==> src/common/tbl_alu_defines.svh <==
// Constants for the table read, bit move and add/sub datapath
`ifndef TBL_ALU_DEFINES_SVH
`define TBL_ALU_DEFINES_SVH

// ----------------------------------------------------------------
// Register pair indices (any_pair encoding)
// ----------------------------------------------------------------
`define PAIR_ACC 3'h0
`define PAIR_MEM 3'h1
`define PAIR_TBL 3'h2
`define PAIR_UPR 3'h3

// ----------------------------------------------------------------
// Nibble positions in the register file
// ----------------------------------------------------------------
`define NIB_A 4'h1
`define NIB_H 4'h2
`define NIB_L 4'h3
`define NIB_C 4'h7

// ----------------------------------------------------------------
// Program memory address fields
// ----------------------------------------------------------------
`define PAGE_MSB 10
`define PAGE_LSB 8
`define ADDR_STEP 11'h001

// ----------------------------------------------------------------
// Data memory address fields for bit addressing
// ----------------------------------------------------------------
`define FMEM_HI 4'hf
`define FMEM_LO0 4'hb
`define FMEM_LO1 4'hf
`define PMEM_TOP 6'h3f
`define HMEM_BANK 4'h0

// ----------------------------------------------------------------
// Reset values
// ----------------------------------------------------------------
`define REG_RESET 4'h0
`define CARRY_RESET 1'b0

`endif

==> src/common/tbl_alu_pkg.sv <==
// Types for the table read, bit move and add/sub datapath
package tbl_alu_pkg;

	// ----------------------------------------------------------------
	// Operations issued by the sequencer
	// ----------------------------------------------------------------
	typedef enum logic [4:0] {
		OP_TBL_PCDE = 5'h00,
		OP_TBL_PCXA = 5'h01,
		OP_TBL_BCDE = 5'h02,
		OP_TBL_BCXA = 5'h03,
		OP_BIT_LOAD = 5'h04,
		OP_BIT_STORE = 5'h05,
		OP_ADDS_A_IMM = 5'h06,
		OP_ADDS_W_IMM = 5'h07,
		OP_ADDS_A_MEM = 5'h08,
		OP_ADDS_W_RP = 5'h09,
		OP_ADDS_RP_W = 5'h0a,
		OP_ADDCY_A_MEM = 5'h0b,
		OP_ADDCY_W_RP = 5'h0c,
		OP_ADDCY_RP_W = 5'h0d,
		OP_SUBSK_A_MEM = 5'h0e,
		OP_SUBSK_W_RP = 5'h0f,
		OP_SUBSK_RP_W = 5'h10,
		OP_SUBCY_A_MEM = 5'h11,
		OP_SUBCY_W_RP = 5'h12,
		OP_SUBCY_RP_W = 5'h13
	} op_t;

	// ----------------------------------------------------------------
	// Bit manipulation addressing modes
	// ----------------------------------------------------------------
	typedef enum logic [1:0] {
		BIT_FMEM = 2'h0,
		BIT_PMEM_L = 2'h1,
		BIT_H_MEM = 2'h2
	} bit_mode_t;

	// ----------------------------------------------------------------
	// Sequencing states, Gray coded along idle-read-calc-write
	// ----------------------------------------------------------------
	typedef enum logic [1:0] {
		ST_IDLE = 2'h0,
		ST_READ = 2'h1,
		ST_CALC = 2'h3,
		ST_WRITE = 2'h2
	} state_t;

endpackage : tbl_alu_pkg

==> src/common/arith_if.sv <==
// Operand and result bundle between the datapath and its adder
interface arith_if;
	logic [7:0] a;
	logic [7:0] b;
	logic cin;
	logic sub;
	logic wide;
	logic [7:0] res;
	logic cout;

	modport calc (
		input a,
		input b,
		input cin,
		input sub,
		input wide,
		output res,
		output cout
	);

	modport user (
		output a,
		output b,
		output cin,
		output sub,
		output wide,
		input res,
		input cout
	);
endinterface : arith_if

==> src/design/arith_unit.sv <==
// Four or eight bit adder/subtractor with carry or borrow out
module arith_unit (
	arith_if.calc ar
);
	logic [8:0] s8;
	logic [4:0] s4;

	// ----------------------------------------------------------------
	// Sum or difference; borrow appears as the top bit wrapping to one
	// ----------------------------------------------------------------
	assign s8 = ar.sub ? ({1'b0, ar.a} - {1'b0, ar.b} - {8'h00, ar.cin})
		: ({1'b0, ar.a} + {1'b0, ar.b} + {8'h00, ar.cin});
	assign s4 = ar.sub ?
		({1'b0, ar.a[3:0]} - {1'b0, ar.b[3:0]} - {4'h0, ar.cin})
		: ({1'b0, ar.a[3:0]} + {1'b0, ar.b[3:0]} + {4'h0, ar.cin});

	assign ar.res = ar.wide ? s8[7:0] : {4'h0, s4[3:0]};
	assign ar.cout = ar.wide ? s8[8] : s4[4];
endmodule : arith_unit

==> src/design/table_read_bit_move_add_sub_unit.sv <==
// Table read, bit move and add/sub execution datapath of a 4-bit core
`include "tbl_alu_defines.svh"

// Notes on behaviour
// - page-relative read via table_ptr_pair; low nibble to A, high to X
// - table reads leave prog_counter alone; low byte replaced for fetch only
// - a read at the last page address takes the following page
// - page-relative read via wide_acc; low nibble to A, high to X
// - absolute read from upper_ptr_pair and table_ptr_pair nibbles
// - absolute read from upper_ptr_pair and wide_acc; byte into wide_acc
// - bit_move load copies one addressed memory bit into carry_flag
// - bit_move store writes carry_flag into one bit, other bits kept
// - add 4-bit immediate to A; skip on carry; carry_flag untouched
// - add 8-bit immediate to wide_acc; skip on carry out of bit 7
// - skip adds with memory or pair operand write the sum, carry kept
// - any_pair picks one of eight pairs; destination form excludes wide_acc
// - add_with_carry of memory into A sets or clears carry_flag
// - 4-bit immediate add after memory add_with_carry is dropped or runs without skip
// - pair add_with_carry in either direction sets carry from bit 7
// - sub_skip_on_borrow stores difference, skips on borrow, keeps carry
// - sub_with_borrow of memory from A sets carry_flag on borrow
module table_read_bit_move_add_sub_unit (
	input wire logic sys_clk,
	input wire logic rst_n,
	input wire logic exec_valid,
	output logic exec_ready,
	input wire tbl_alu_pkg::op_t exec_op,
	input wire logic [7:0] exec_imm,
	input wire logic [2:0] exec_pair,
	input wire tbl_alu_pkg::bit_mode_t exec_bit_mode,
	input wire logic [1:0] exec_bit_sel,
	input wire logic [10:0] exec_prog_counter,
	input wire logic other_instr,
	output logic exec_done,
	output logic skip_req,
	output logic rom_rd,
	output logic [10:0] rom_addr,
	input wire logic [7:0] rom_rdata,
	output logic dmem_rd,
	output logic dmem_wr,
	output logic [11:0] dmem_addr,
	output logic [3:0] dmem_wdata,
	input wire logic [3:0] dmem_rdata,
	output logic carry_flag,
	output logic [7:0] wide_acc
);
	import tbl_alu_pkg::*;

	// ----------------------------------------------------------------
	// Operation decoding
	// ----------------------------------------------------------------
	function automatic logic is_table(input op_t op);
		is_table = (op == OP_TBL_PCDE) || (op == OP_TBL_PCXA)
			|| (op == OP_TBL_BCDE) || (op == OP_TBL_BCXA);
	endfunction : is_table

	function automatic logic is_bit(input op_t op);
		is_bit = (op == OP_BIT_LOAD) || (op == OP_BIT_STORE);
	endfunction : is_bit

	function automatic logic is_acc_mem(input op_t op);
		is_acc_mem = (op == OP_ADDS_A_MEM) || (op == OP_ADDCY_A_MEM)
			|| (op == OP_SUBSK_A_MEM) || (op == OP_SUBCY_A_MEM);
	endfunction : is_acc_mem

	function automatic logic is_w_rp(input op_t op);
		is_w_rp = (op == OP_ADDS_W_RP) || (op == OP_ADDCY_W_RP)
			|| (op == OP_SUBSK_W_RP) || (op == OP_SUBCY_W_RP);
	endfunction : is_w_rp

	function automatic logic is_rp_w(input op_t op);
		is_rp_w = (op == OP_ADDS_RP_W) || (op == OP_ADDCY_RP_W)
			|| (op == OP_SUBSK_RP_W) || (op == OP_SUBCY_RP_W);
	endfunction : is_rp_w

	function automatic logic is_sub(input op_t op);
		is_sub = (op == OP_SUBSK_A_MEM) || (op == OP_SUBSK_W_RP)
			|| (op == OP_SUBSK_RP_W) || (op == OP_SUBCY_A_MEM)
			|| (op == OP_SUBCY_W_RP) || (op == OP_SUBCY_RP_W);
	endfunction : is_sub

	function automatic logic uses_carry(input op_t op);
		uses_carry = (op == OP_ADDCY_A_MEM) || (op == OP_ADDCY_W_RP)
			|| (op == OP_ADDCY_RP_W) || (op == OP_SUBCY_A_MEM)
			|| (op == OP_SUBCY_W_RP) || (op == OP_SUBCY_RP_W);
	endfunction : uses_carry

	function automatic logic is_arith(input op_t op);
		is_arith = !is_table(op) && !is_bit(op);
	endfunction : is_arith

	// ----------------------------------------------------------------
	// State
	// ----------------------------------------------------------------
	state_t state_q;
	state_t state_d;
	op_t op_q;
	logic [7:0] imm_q;
	logic [2:0] pair_q;
	logic [1:0] bit_q;
	logic [10:0] rom_addr_q;
	logic [11:0] dmem_addr_q;
	logic [3:0] wdata_q;
	logic carry_q;
	logic adj_q;
	logic adj_sub_q;
	logic done_q;
	logic skip_q;
	logic [3:0] regs_q [16];
	logic [7:0] pair_v [8];

	// ----------------------------------------------------------------
	// Register pair views, index 2p high nibble, 2p+1 low nibble
	// ----------------------------------------------------------------
	genvar gp;
	generate
		for (gp = 0; gp < 8; gp++) begin : g_pair
			assign pair_v[gp] = {regs_q[2 * gp], regs_q[2 * gp + 1]};
		end
	endgenerate

	// ----------------------------------------------------------------
	// Address formation at issue
	// ----------------------------------------------------------------
	wire accept = exec_valid && exec_ready;
	wire [10:0] addr_next = exec_prog_counter + `ADDR_STEP;
	wire [2:0] next_pg = addr_next[`PAGE_MSB:`PAGE_LSB];
	wire [2:0] up_page = regs_q[`NIB_C][2:0];
	wire [3:0] reg_h = regs_q[`NIB_H];
	wire [3:0] reg_l = regs_q[`NIB_L];
	wire [10:0] rom_addr_d =
		(exec_op == OP_TBL_PCDE) ? {next_pg, pair_v[`PAIR_TBL]} :
		(exec_op == OP_TBL_PCXA) ? {next_pg, pair_v[`PAIR_ACC]} :
		(exec_op == OP_TBL_BCDE) ? {up_page, pair_v[`PAIR_TBL]} :
		{up_page, pair_v[`PAIR_ACC]};
	wire [3:0] fmem_lo = exec_imm[4] ? `FMEM_LO1 : `FMEM_LO0;
	wire [11:0] bit_addr =
		(exec_bit_mode == BIT_FMEM) ? {`FMEM_HI, fmem_lo, exec_imm[3:0]} :
		(exec_bit_mode == BIT_PMEM_L) ?
		{`PMEM_TOP, exec_imm[3:0], reg_l[3:2]} :
		{`HMEM_BANK, reg_h, exec_imm[3:0]};
	wire [1:0] bit_sel_d = (exec_bit_mode == BIT_PMEM_L) ? reg_l[1:0]
		: exec_bit_sel;
	wire [11:0] dmem_addr_d = is_bit(exec_op) ? bit_addr
		: {`HMEM_BANK, reg_h, reg_l};
	wire needs_read = is_table(exec_op) || is_bit(exec_op)
		|| is_acc_mem(exec_op);

	// ----------------------------------------------------------------
	// Arithmetic operands
	// ----------------------------------------------------------------
	arith_if ar ();
	arith_unit u_arith (
		.ar(ar)
	);

	wire wide_op = is_w_rp(op_q) || is_rp_w(op_q)
		|| (op_q == OP_ADDS_W_IMM);
	assign ar.a = is_rp_w(op_q) ? pair_v[pair_q]
		: wide_op ? pair_v[`PAIR_ACC] : {4'h0, regs_q[`NIB_A]};
	assign ar.b = is_acc_mem(op_q) ? {4'h0, dmem_rdata} :
		(op_q == OP_ADDS_A_IMM) ? {4'h0, imm_q[3:0]} :
		(op_q == OP_ADDS_W_IMM) ? imm_q :
		is_w_rp(op_q) ? pair_v[pair_q] : pair_v[`PAIR_ACC];
	assign ar.cin = uses_carry(op_q) && carry_q;
	assign ar.sub = is_sub(op_q);
	assign ar.wide = wide_op;

	// ----------------------------------------------------------------
	// Result control
	// ----------------------------------------------------------------
	wire in_calc = (state_q == ST_CALC);
	wire legal = !(is_rp_w(op_q) && (pair_q == `PAIR_ACC));
	wire adj_hit = adj_q && (op_q == OP_ADDS_A_IMM);
	wire adj_kill = adj_hit && (adj_sub_q ? !carry_q : carry_q);
	wire arith_ok = in_calc && is_arith(op_q) && legal && !adj_kill;
	wire skip_d = arith_ok && !uses_carry(op_q) && ar.cout
		&& !adj_hit;
	wire finish = (in_calc && (op_q != OP_BIT_STORE))
		|| (state_q == ST_WRITE);
	wire wr_en = (in_calc && is_table(op_q)) || arith_ok;
	wire [2:0] wr_pair = is_rp_w(op_q) ? pair_q : `PAIR_ACC;
	wire wr_hi = is_table(op_q) || wide_op;
	wire [7:0] wr_val = is_table(op_q) ? rom_rdata : ar.res;
	wire [3:0] bit_mask = 4'h1 << bit_q;
	wire [3:0] store_val = (dmem_rdata & ~bit_mask)
		| (carry_q ? bit_mask : 4'h0);

	// ----------------------------------------------------------------
	// Sequencing
	// ----------------------------------------------------------------
	always_comb begin
		case (state_q)
			ST_IDLE: state_d = accept ? (needs_read ? ST_READ : ST_CALC)
				: ST_IDLE;
			ST_READ: state_d = ST_CALC;
			ST_CALC: state_d = (op_q == OP_BIT_STORE) ? ST_WRITE : ST_IDLE;
			ST_WRITE: state_d = ST_IDLE;
			default: state_d = ST_IDLE;
		endcase
	end

	always_ff @(posedge sys_clk) begin
		if (!rst_n) begin
			state_q <= ST_IDLE;
		end else begin
			state_q <= state_d;
		end
	end

	always_ff @(posedge sys_clk) begin
		if (!rst_n) begin
			op_q <= OP_TBL_PCDE;
			imm_q <= 8'h00;
			pair_q <= 3'h0;
			bit_q <= 2'h0;
			rom_addr_q <= 11'h000;
			dmem_addr_q <= 12'h000;
		end else if (accept) begin
			op_q <= exec_op;
			imm_q <= exec_imm;
			pair_q <= exec_pair;
			bit_q <= bit_sel_d;
			rom_addr_q <= rom_addr_d;
			dmem_addr_q <= dmem_addr_d;
		end
	end

	// ----------------------------------------------------------------
	// Carry flag and bit store data
	// ----------------------------------------------------------------
	always_ff @(posedge sys_clk) begin
		if (!rst_n) begin
			carry_q <= `CARRY_RESET;
		end else if (in_calc && (op_q == OP_BIT_LOAD)) begin
			carry_q <= dmem_rdata[bit_q];
		end else if (arith_ok && uses_carry(op_q)) begin
			carry_q <= ar.cout;
		end
	end

	always_ff @(posedge sys_clk) begin
		if (!rst_n) begin
			wdata_q <= 4'h0;
		end else if (in_calc && (op_q == OP_BIT_STORE)) begin
			wdata_q <= store_val;
		end
	end

	// ----------------------------------------------------------------
	// Decimal adjustment tracking
	// ----------------------------------------------------------------
	always_ff @(posedge sys_clk) begin
		if (!rst_n) begin
			adj_q <= 1'b0;
			adj_sub_q <= 1'b0;
		end else if (other_instr) begin
			adj_q <= 1'b0;
		end else if (finish) begin
			adj_q <= (op_q == OP_ADDCY_A_MEM)
				|| (op_q == OP_SUBCY_A_MEM);
			adj_sub_q <= (op_q == OP_SUBCY_A_MEM);
		end
	end

	// ----------------------------------------------------------------
	// Completion and skip request
	// ----------------------------------------------------------------
	always_ff @(posedge sys_clk) begin
		if (!rst_n) begin
			done_q <= 1'b0;
			skip_q <= 1'b0;
		end else begin
			done_q <= finish;
			skip_q <= skip_d;
		end
	end

	// ----------------------------------------------------------------
	// Register file, one nibble per loop pass
	// ----------------------------------------------------------------
	genvar gn;
	generate
		for (gn = 0; gn < 16; gn++) begin : g_nib
			localparam logic [3:0] IDX = 4'(gn);
			wire hit = wr_en && (wr_pair == IDX[3:1]) && (IDX[0] || wr_hi);
			always_ff @(posedge sys_clk) begin
				if (!rst_n) begin
					regs_q[gn] <= `REG_RESET;
				end else if (hit) begin
					regs_q[gn] <= IDX[0] ? wr_val[3:0] : wr_val[7:4];
				end
			end
		end
	endgenerate

	// ----------------------------------------------------------------
	// Outputs
	// ----------------------------------------------------------------
	assign exec_ready = (state_q == ST_IDLE);
	assign exec_done = done_q;
	assign skip_req = skip_q;
	assign rom_rd = (state_q == ST_READ) && is_table(op_q);
	assign rom_addr = rom_addr_q;
	assign dmem_rd = (state_q == ST_READ) && !is_table(op_q);
	assign dmem_wr = (state_q == ST_WRITE);
	assign dmem_addr = dmem_addr_q;
	assign dmem_wdata = wdata_q;
	assign carry_flag = carry_q;
	assign wide_acc = pair_v[`PAIR_ACC];
endmodule : table_read_bit_move_add_sub_unit

==> config.mk <==
export PLATFORM = sky130hd
export DESIGN_NAME = table_read_bit_move_add_sub_unit
export DESIGN_NICKNAME = d
export VERILOG_FILES = /design/src/common/tbl_alu_pkg.sv /design/src/common/arith_if.sv /design/src/design/arith_unit.sv /design/src/design/table_read_bit_move_add_sub_unit.sv
export VERILOG_INCLUDE_DIRS = /design/src /design/src/common
export SDC_FILE = /design/constraint.sdc
export NUM_CORES = 1
export LEC_CHECK = 0
export BUFFER_PORTS_ARGS = -buffer_cell sky130_fd_sc_hd__buf_2
export CORE_MARGIN = 5
export CORE_UTILIZATION = 59
export CTS_CLUSTER_SIZE = 12
export DETAILED_ROUTE_END_ITERATION = 10
export PLACE_DENSITY = 0.89
export SLEW_MARGIN = 15
export SYNTH_ARGS = -nofsm -noshare
export SYNTH_HDL_FRONTEND = slang
export SYNTH_SLANG_ARGS = --single-unit
==> constraint.sdc <==
create_clock -name sys_clk -period 5.65 [get_ports sys_clk]
set_input_delay 0.2825 -clock sys_clk [delete_from_list [all_inputs] [get_ports sys_clk]]
set_output_delay 0.2825 -clock sys_clk [all_outputs]
set_load 0.005 [all_outputs]
==> results of run 1 <==
==> per-stage QoR <==
step                      instance area, um^2  hold WS, ns
after detailed placement                 7477       0.4492
after floorplan                          7048       0.3593
after global placement                   7477       0.4381
after CTS                                8078      0.03188
final                                    8078      0.04046
after global routing                     8078      0.04252
==> final cells by class <==
cell class,instances,area (um^2),share of cell area [%]
Timing Repair Buffer,97,508.0,6.289
Inverter,18,67.56,0.8364
Multi-Input combinational cell,580,3815,47.23
Clock buffer,19,432.9,5.359
Sequential cell,113,2903,35.94
Tap cell,147,183.9,2.277
Clock inverter,13,167.7,2.076
==> per-layer routing <==
| layer | vias to the layer above | wire length (um) |
|---|---|---|
| met5 | - | 0 |
| met4 | 0 | 1083 |
| met3 | 98 | 2035 |
| met2 | 431 | 9820 |
| met1 | 3002 | 7516 |
| li1 | 2892 | - |
==> critical path: cells and delay by family, from the launching register on <==
kind | cells | cell delay [ns]
AND/OR/NAND/NOR | 3 | 0.35
flip-flops | 1 | 0.62
XOR/XNOR | 1 | 0.20
adder cells (fa/ha/maj) | 2 | 0.81
multiplexers | 2 | 0.78
AO/OA/AOI/OAI | 5 | 1.48
buffers and inverters | 1 | 0.38
==> kinds of logic (layout without fill, tap and decap cells) <==
group	after synthesis	in the layout	synth area share (%)
and+or+nand+nor	317	317	21.55
AOI/OAI and AO/OA	170	170	15.37
DFF	113	113	41.19
buffers and inverters	73	147	4.811
muxes	59	59	11.20
adders and majority gates	23	23	4.509
xor gates and xnor gates	11	11	1.367
==> sequential cells by signal (all words and copies together), names as in the netlist, 2 cells and up <==
register	cells
rom_addr	11
dmem_wdata	4
dmem_addr	9
state_q	2
op_q	5
pair_q	3
regs_q	64
bit_q	2
imm_q	8
==> power by group through the flow <==
stage	combinational (W)	sequential, W	clock [W]
after floorplan	0.000389	0.000942	0
final	0.000533	0.000953	0.00111
after global placement	0.000500	0.000965	0
after detailed placement	0.000510	0.000968	0
after CTS	0.000521	0.000951	0.00111
after global routing	0.000572	0.000957	0.00115
==> path summary, 6_finish.rpt <==
check	end	cells past startpoint	from
worst max-delay path	regs_q[0][10]	14	pair_q[0]
worst min-delay path	adj_q	2	other_instr
worst max register to register	regs_q[0][10]	14	pair_q[0]
worst min register to register	dmem_addr[5]	2	dmem_addr[5]
==> placed cells by master (no fill, tap or decap), types with 11 or more instances in the layout <==
cell type	netlist	layout
mux4_2	15	15
nor2_1	103	103
o21ai_0	35	35
ha_1	19	19
nand2b_1	11	11
clkbuf_16	0	17
edfxtp_1	64	64
a211oi_1	17	17
inv_1	17	17
buf_2	7	88
a21oi_1	54	54
dfxtp_1	49	49
mux2i_1	37	37
nand2_1	98	98
nor3_1	34	34
==> reports/qor.yml, run 1 <==
timing:
  setup-violations-final: 0
  clock_skew_ns: 0.009672
  tightest_slew_ns: 1.043
  worst_slack_ns: 0.7096
  drv_slew: 0
  rsz0062_at_grt: "false"
  hold_viol_final: 0
  timing.fmax_mhz: 202.4
  setup_tns_ns: 0
  max_slew_margin_pct: 29.80
  min_period_ns: 4.940
  fin_crit_sh_pct: 87.44
worst_setup_path:
  path_class: "reg2reg"
  rrSetupSlack_ns: 0.71
  crit_chain: "buf_4 > mux4_2 > mux2i_1 > nor2_1 > a21oi_1 > nor2_1 > ha_1 > ha_1 > o21a_1 > o22ai_1 > xor2_1 > a21oi_1 > a22oi_1 > nor2_1"
  cp_slowest_stage_delay_ns: 0.74
  startpoint_type: "flip-flop"
  arrival_ns: 5.05
  cp.required_ns: 5.76
  crit_path_max_fanout: 20
  cp_common_cell: "nor2_1"
  slowest_stage: "a22oi_1"
  cp-end-kind: "flip-flop"
pwr:
  p_per_area_nw_per_um2: 321.5
  leakage_nw: 3.165
  netSwitchingPower_w: 0.0007548
  pwr-share-seq_pct: 36.7
  switching_share_pct: 29.06
  cell_internal_pwr_w: 0.001842
  fin_total_pwr_w: 0.002597
  combPwrFrac_pct: 20.5
  peakVddDrop_mv: 0.1669
  pwr-share-clk_pct: 42.8
clock_network:
  tritoncts: "yes"
  cts.sinks: 113
  clock_latency_ns: 0.42
  htree_levels: 4
  cts.clk_slew.worst_paths_ns: 0.06
  cts_made_buffers: 17
  cts-resized-gates: 0
  cts_root_buffer: "clkbuf_16"
  clockBufferDepth: 2
  postCtsHoldBufs: 0
  postCtsSetupBuffers: 0
logic_synthesis:
  synth_area_um2: 7048
  ys_warn_count: 0
  synthTopCellsByArea: "edfxtp_1 27%, dfxtp_1 14%, nor2_1 5.5%, mux2i_1 5.3%, nand2_1 5.2%"
  synth_area_per_cell_um2: 9.201
  synth_edf_count: 64
  mappedNetlistNets: 836
  synth_ff_type: "edfxtp_1"
  synth.top_cells.by_count: "103 x nor2_1, 98 x nand2_1, 64 x edfxtp_1, 54 x a21oi_1, 49 x dfxtp_1"
  yosys.area.top_type: "edfxtp_1"
  synth_top_cell_area_share_pct: 27.27
  ys_ff_latch: 113
  synthCells: 766
  ys_seq_area_share_pct: 41.19
  ys_async_sr_fraction_pct: 0
  yosysMostFrequentCell: "nor2_1"
  synthDistinctLibCells: 71
layout:
  final_layout_size_suffix_gt1_share_pct: 19.88
  fillCellCount: 838
  insertedDiodeCount: 0
  area_delta_synth_final_pct: 14.61
  stdcell_count: 987
  utilization_pct: 68.10
  nNetsFinal: 897
die:
  die_y_um: 119.3
  start_util_pct: 59.42
  dieArea_um2: 14230
  row_count: 40
  io_pins: 89
  core_um2: 11860
  die_w_um: 119.3
placement:
  dpl.hpwl_um: 14150
  numPortBuffers: 88
  place_inst: 955
  place_ws_ns: 0.9589
  gp_congestion: 0.9521
route:
  avgViaCountPerCell: 6.508
  route.vias.total: 6423
  drtIter0Drc: 921
  drt-total-wl_um: 20460
  drc: 0
  routedWlPerCell_um: 20.73
  ant_nets: 0
  drt_pass1_iterations: 8
grt:
  met3_usage_pct: 6.885
  grt.total_usage_pct: 28.70
  grt_antenna_before_repair: 0
  grt_first_pass_wirelength_um: 32040
  grt_use_met1_pct: 35.52
  grt_max_degree: 48
  grt_pass1_vias: 6042
  grt_use_met2_pct: 46.24
  grt_overflow_total: 0
  gr-max-usage-layer: "met2"
flow_run:
  cap_violations: 0
hold_path:
  min_path_type: "in2reg"
outcome:
  status: "finished clean"
Note: power is estimated with default switching activity, not from simulation.
==> inputs of run 2 (changes only) <==
CORE_UTILIZATION = 23   (was 59)
MAX_ROUTING_LAYER = met4   (was unset)
PLACE_DENSITY = 0.47   (was 0.89)
==> run 2 against run 1 <==
Net effect: cell area up 4.1%; core utilization decreased by 40 points; non-clock buffer count is 5 higher; worst setup slack gained 0.034 ns; sequential power about the same; first-iteration DRC count down 60%; clock skew rose by 0.0057 ns; clock power fell by 5%; sequential cell count unchanged; final cell count increased by 26%; register-to-register slack better by 0.03 ns; hold slack better by 0.0025 ns; critical endpoint is now regs_q[0][18].
==> reports/qor.yml, run 2 (synthesis results as in run 1) <==
outcome:
  status: "finished clean"
grt:
  grt_first_pass_wirelength_um: 34470
  grt_pass1_vias: 5874
  grt.total_usage_pct: 13.51
  grt_antenna_before_repair: 0
  grt_overflow_total: 0
  grt_max_degree: 49
layout:
  utilization_pct: 27.62
  layout_common_cells: "103 x nor2_1, 97 x nand2_1, 88 x buf_2"
  area_delta_synth_final_pct: 19.26
  final_layout_size_suffix_gt1_share_pct: 21.18
  fin_area_um2: 8406
  insertedDiodeCount: 0
  top_register: "regs_q"
  layout_commonest_cell: "nor2_1"
  nNetsFinal: 902
  largest_reg_flops: 64
worst_setup_path:
  startpoint_type: "flip-flop"
  cp.required_ns: 5.78
  cp-end-kind: "flip-flop"
  r2r_cells: 13
  crit_path_max_fanout: 19
  arrival_ns: 5.04
  startpoint: "op_q[1]"
  rr_startpoint: "op_q[1]"
  rrSetupSlack_ns: 0.74
  r2r_end: "regs_q[0][18]"
  path_class: "reg2reg"
clock_network:
  cts.clk_slew.worst_paths_ns: 0.06
  clockBufferDepth: 2
  postCtsSetupBuffers: 0
  tritoncts: "yes"
  htree_levels: 4
  postCtsHoldBufs: 0
  cts_made_buffers: 17
  clock_latency_ns: 0.42
  cts.sinks: 113
  cts_root_buffer: "clkbuf_16"
  cts-resized-gates: 0
flow_run:
  cap_violations: 0
pwr:
  pwr-share-seq_pct: 37.7
  combPwrFrac_pct: 21.1
  switching_share_pct: 30.37
  netSwitchingPower_w: 0.0007704
  peakVddDrop_mv: 0.1918
  leakage_nw: 3.181
  cell_internal_pwr_w: 0.001766
  pwr-share-clk_pct: 41.2
  p_per_area_nw_per_um2: 301.8
route:
  drt-total-wl_um: 22310
  avgViaCountPerCell: 4.810
  drtIter0Drc: 373
  ant_nets: 0
  route.vias.total: 5969
  drc: 0
  routedWlPerCell_um: 17.97
  drt_pass1_iterations: 5
placement:
  placed_area_um2: 7818
  dpl.hpwl_um: 17050
  numPortBuffers: 88
  gp_congestion: 0.8404
timing:
  tightest_slew_ns: 0.9795
  setup-violations-final: 0
  setup_tns_ns: 0
  fin_crit_sh_pct: 86.83
  max_slew_margin_pct: 34.61
  timing.fmax_mhz: 203.8
  rsz0062_at_grt: "false"
  drv_slew: 0
  min_period_ns: 4.906
  hold_viol_final: 0
  hold_slack_ns: 0.04298
  clock_skew_ns: 0.01539
hold_path:
  min_path_type: "in2reg"
  hold_path_end: "adj_q"
  whs_path_depth: 2
  hp-start: "other_instr"
die:
  start_util_pct: 23.16
  die_y_um: 185.1
  die_w_um: 185.1
  core_um2: 30430
  io_pins: 89
  dieArea_um2: 34240
  row_count: 64
==> run 2: changes by cell type in the layout (fill, tap and decap cells not counted), sizes merged <==
cell,before,now
clkinv,9,3
inv,18,22
clkinvlp,0,3
bufinv,4,0
clkbuf,19,22
buf,97,102
==> run 2: layout make-up <==
cell class,count,area [um^2]
repair buffers,102,545.5
flip-flops and latches,113,2903
inverters,18,67.56
clock inverters,10,68.82
well taps,396,495.5
clock buffers,22,516.7
multi-input cells,580,3809
fillers,3297,22020
==> run 2: power by group through the flow <==
stage | sequential (W) | combinational, W | clock, W
5_1_grt | 0.000961 | 0.000596 | 0.00111
4_1_cts | 0.000955 | 0.000540 | 0.00107
3_3_place_gp | 0.000971 | 0.000538 | 0
2_1_floorplan | 0.000942 | 0.000389 | 0
3_5_place_dp | 0.000972 | 0.000537 | 0
6_report | 0.000955 | 0.000535 | 0.00105
==> run 2: worst max-delay path by stage <==
stage                    end
6_report       regs_q[0][18]
4_1_cts         regs_q[1][2]
5_1_grt         regs_q[1][2]
2_1_floorplan  regs_q[1][11]
3_3_place_gp   regs_q[0][10]
3_5_place_dp   regs_q[0][10]
==> run 2: stage by stage <==
stage / setup slack, ns / power [W] / std cells
2_1_floorplan: 1.326 / 0.001331 / 766
3_3_place_gp: 0.8213 / 0.001509 / 1209
3_5_place_dp: 0.7868 / 0.001509 / 1209
4_1_cts: 0.7640 / 0.002561 / 1241
5_1_grt: 0.3617 / 0.002662 / 1241
6_report: 0.7439 / 0.002536 / 1241
==> run 2: worst max-delay path, cell delays in order (launching register included) <==
cell and delay, ns:
dfxtp_1 0.76, nor4bb_1 0.58, o21ai_0 0.31, nand2_1 0.27
mux2i_1 0.40, fa_1 0.24, inv_1 0.06, fa_1 0.39
o21a_1 0.24, o22ai_1 0.27, xor2_1 0.19, a21oi_1 0.08
a22oi_1 0.69, nor2_1 0.12
==> run 2: routing by layer <==
layer | global-route usage [%] | share of wire (%)
met1 | 18.72 | 49
met2 | 20.32 | 45
met3 | 3.064 | 6.0
met5 | - | 0
met4 | 2.819 | 0.72
==> inputs of run 3 (changes only) <==
ABC_AREA = 1   (was unset)
==> run 3 against run 2 <==
Net effect: sequential power increased by 0.9%; sequential share of layout area grew 0.70 points; power grew 11%; synthesized cell count is 18% higher; hold slack better by 0.090 ns; fmax increased by 8.6%; core utilization grew 0.25 points; first-iteration DRC count is 10% higher; clock power up 5%; critical path depth rose by 10; critical endpoint is now regs_q[0][10]; largest power group unchanged.
==> reports/qor.yml, run 3 <==
logic_synthesis:
  yosys.area.top_type: "edfxtp_1"
  synth_compound_area_share_pct: 19.87
  ys_seq_area_share_pct: 42.18
  synth_fa_ha_area_share_pct: 4.618
  mappedNetlistNets: 977
  ys_ff_latch: 113
  synth.area.mux_share_pct: 0
  synth_ff_type: "edfxtp_1"
  synthCells: 907
  synth_top_family_by_area: "simple AND/OR/NAND/NOR gates"
  synthDistinctLibCells: 49
  ys_async_sr_fraction_pct: 0
  synth_area_um2: 6882
  yosysMostFrequentCell: "nand2_1"
  synthXorXnorAreaFrac_pct: 0.6364
  synth.top_cells.by_count: "160 x nand2_1, 118 x inv_1, 109 x a21oi_1, 109 x nor2_1, 82 x o21ai_0"
  synth_top_cell_area_share_pct: 27.93
  synth_simple_gate_area_share_pct: 22.42
  ys_warn_count: 0
  synthTopCellsByArea: "edfxtp_1 28%, dfxtp_1 14%, nand2_1 8.7%, a21oi_1 7.9%, inv_1 6.4%"
  synth_edf_count: 64
  synth_area_per_cell_um2: 7.587
grt:
  grt_first_pass_wirelength_um: 34870
  grt_antenna_before_repair: 0
  grt_pass1_vias: 6128
  grt.total_usage_pct: 13.87
  grt_overflow_total: 0
  grt_max_degree: 46
die:
  dieArea_um2: 33480
  start_util_pct: 23.28
  die_y_um: 183.0
  io_pins: 89
  die_w_um: 183.0
  core_um2: 29560
  row_count: 63
pwr:
  peakVddDrop_mv: 0.1614
  leakage_nw: 3.597
  p_per_area_nw_per_um2: 340.9
outcome:
  status: "finished clean"
layout:
  fin_area_um2: 8239
  layout_common_cells: "160 x nand2_1, 118 x inv_1, 109 x a21oi_1, 109 x nor2_1, 88 x buf_2"
  area_delta_synth_final_pct: 19.73
  largest_reg_flops: 64
  top_register: "regs_q"
  nNetsFinal: 1047
  utilization_pct: 27.87
  layout_commonest_cell: "nand2_1"
  final_layout_size_suffix_gt1_share_pct: 15.96
route:
  avgViaCountPerCell: 4.588
  routedWlPerCell_um: 16.51
  drtIter0Drc: 412
  drt-total-wl_um: 22800
  drt_pass1_iterations: 5
  drc: 0
  route.vias.total: 6336
  ant_nets: 0
worst_setup_path:
  cp-end-kind: "flip-flop"
  arrival_ns: 4.67
  critical-path-top-delay-family: "compound AO/OA/AOI/OAI gates"
  rrSetupSlack_ns: 1.13
  cp_slowest_stage_delay_ns: 0.62
  crit_chain: "inv_1 > a21oi_1 > o21ai_0 > nand3_1 > o21ai_0 > a21oi_1 > a21oi_1 > nand2_1 > nand2_1 > inv_1 > fa_1 > inv_1 > fa_1 > o21ai_0 > nand2_1 > nand2_1 > nand2_1 > nand2_1 > nand2_1 > o21ai_1 > a21oi_1 > a21oi_2 > nor2_1"
  path_buf_inv: 3
  slowest_stage: "dfxtp_1"
  cp_common_cell: "nand2_1"
  crit_path_max_fanout: 24
  path_class: "reg2reg"
  cp.required_ns: 5.80
  startpoint_type: "flip-flop"
hold_path:
  min_path_type: "in2reg"
clock_network:
  postCtsSetupBuffers: 0
  postCtsHoldBufs: 0
  cts-resized-gates: 0
  clock_latency_ns: 0.42
  cts.clk_slew.worst_paths_ns: 0.06
  cts_made_buffers: 17
  tritoncts: "yes"
  htree_levels: 4
  cts.sinks: 113
  cts_root_buffer: "clkbuf_16"
  clockBufferDepth: 2
timing:
  drv_slew: 0
  hold_slack_ns: 0.1333
  worst_slack_ns: 1.133
  rsz0062_at_grt: "false"
  max_slew_margin_pct: 36.68
  min_period_ns: 4.517
  fin_crit_sh_pct: 79.95
  timing.fmax_mhz: 221.4
  clock_skew_ns: 0.01078
  setup_tns_ns: 0
  hold_viol_final: 0
  setup-violations-final: 0
  tightest_slew_ns: 0.9435
placement:
  placed_area_um2: 7642
  dpl.hpwl_um: 17300
  gp_congestion: 0.8945
  place_ws_ns: 1.180
  numPortBuffers: 88
flow_run:
  cap_violations: 0
[run 3: cell count changes in the layout (fill, tap and decap cells not counted), sizes merged, moves of 15 or more]
cell | before | now
nand3 | 8 | 47
nor3 | 38 | 7
a21oi | 54 | 110
inv | 22 | 129
nand2 | 100 | 163
o21ai | 40 | 89
mux2i | 38 | 0
mux4 | 15 | 0
[run 3: area by class of cell]
type | instances | area [um^2]
antenna | 1 | 2.502
sequential | 113 | 2903
timing repair buffer | 95 | 493.0
clock buffer | 18 | 429.2
multi-input combinational | 621 | 3272
fill | 3225 | 21320
tap | 390 | 488.0
clock inverter | 14 | 165.2
inverter | 129 | 486.7
[run 3: stage by stage]
step | std cells | power [W]
6_report | 1381 | 0.002809
3_3_place_gp | 1348 | 0.001736
4_1_cts | 1380 | 0.002827
5_1_grt | 1380 | 0.002961
2_1_floorplan | 907 | 0.001490
3_5_place_dp | 1348 | 0.001732
[run 3: metal layers]
layer	routed length (um)	track usage, %	vias up
met5	0	-	-
met4	310	3.725	0
met3	1019	2.499	22
met2	11660	24.03	160
met1	9803	16.65	2963
li1	-	-	3191
[run 3: path summary, 6_finish.rpt]
kind | startpoint | end | cells after the start
worst max register to register | pair_q[1] | regs_q[0][10] | 23
worst min-delay path | exec_imm[5] | imm_q[5] | 3
worst max-delay path | pair_q[1] | regs_q[0][10] | 23
worst min register to register | dmem_wdata[3] | dmem_wdata[3] | 2
[run 3: cell families after synthesis]
family          count (synthesis)
compound gates                244
xor+xnor                        5
fa+ha+maj                      23
buf+inv                       173
flops                         113
simple gates                  349
[run 3: worst min-delay path, cell delays in order]
cell	delay [ns]
buf_2	0.08
o21ai_0	0.07
nor2_1	0.08
[run 3: report_power, final]
group | switching [W] | total [W] | internal (W)
registers | 0.0000440 | 0.000964 | 0.000920
clock network | 0.000405 | 0.00110 | 0.000691
logic | 0.000514 | 0.000749 | 0.000236
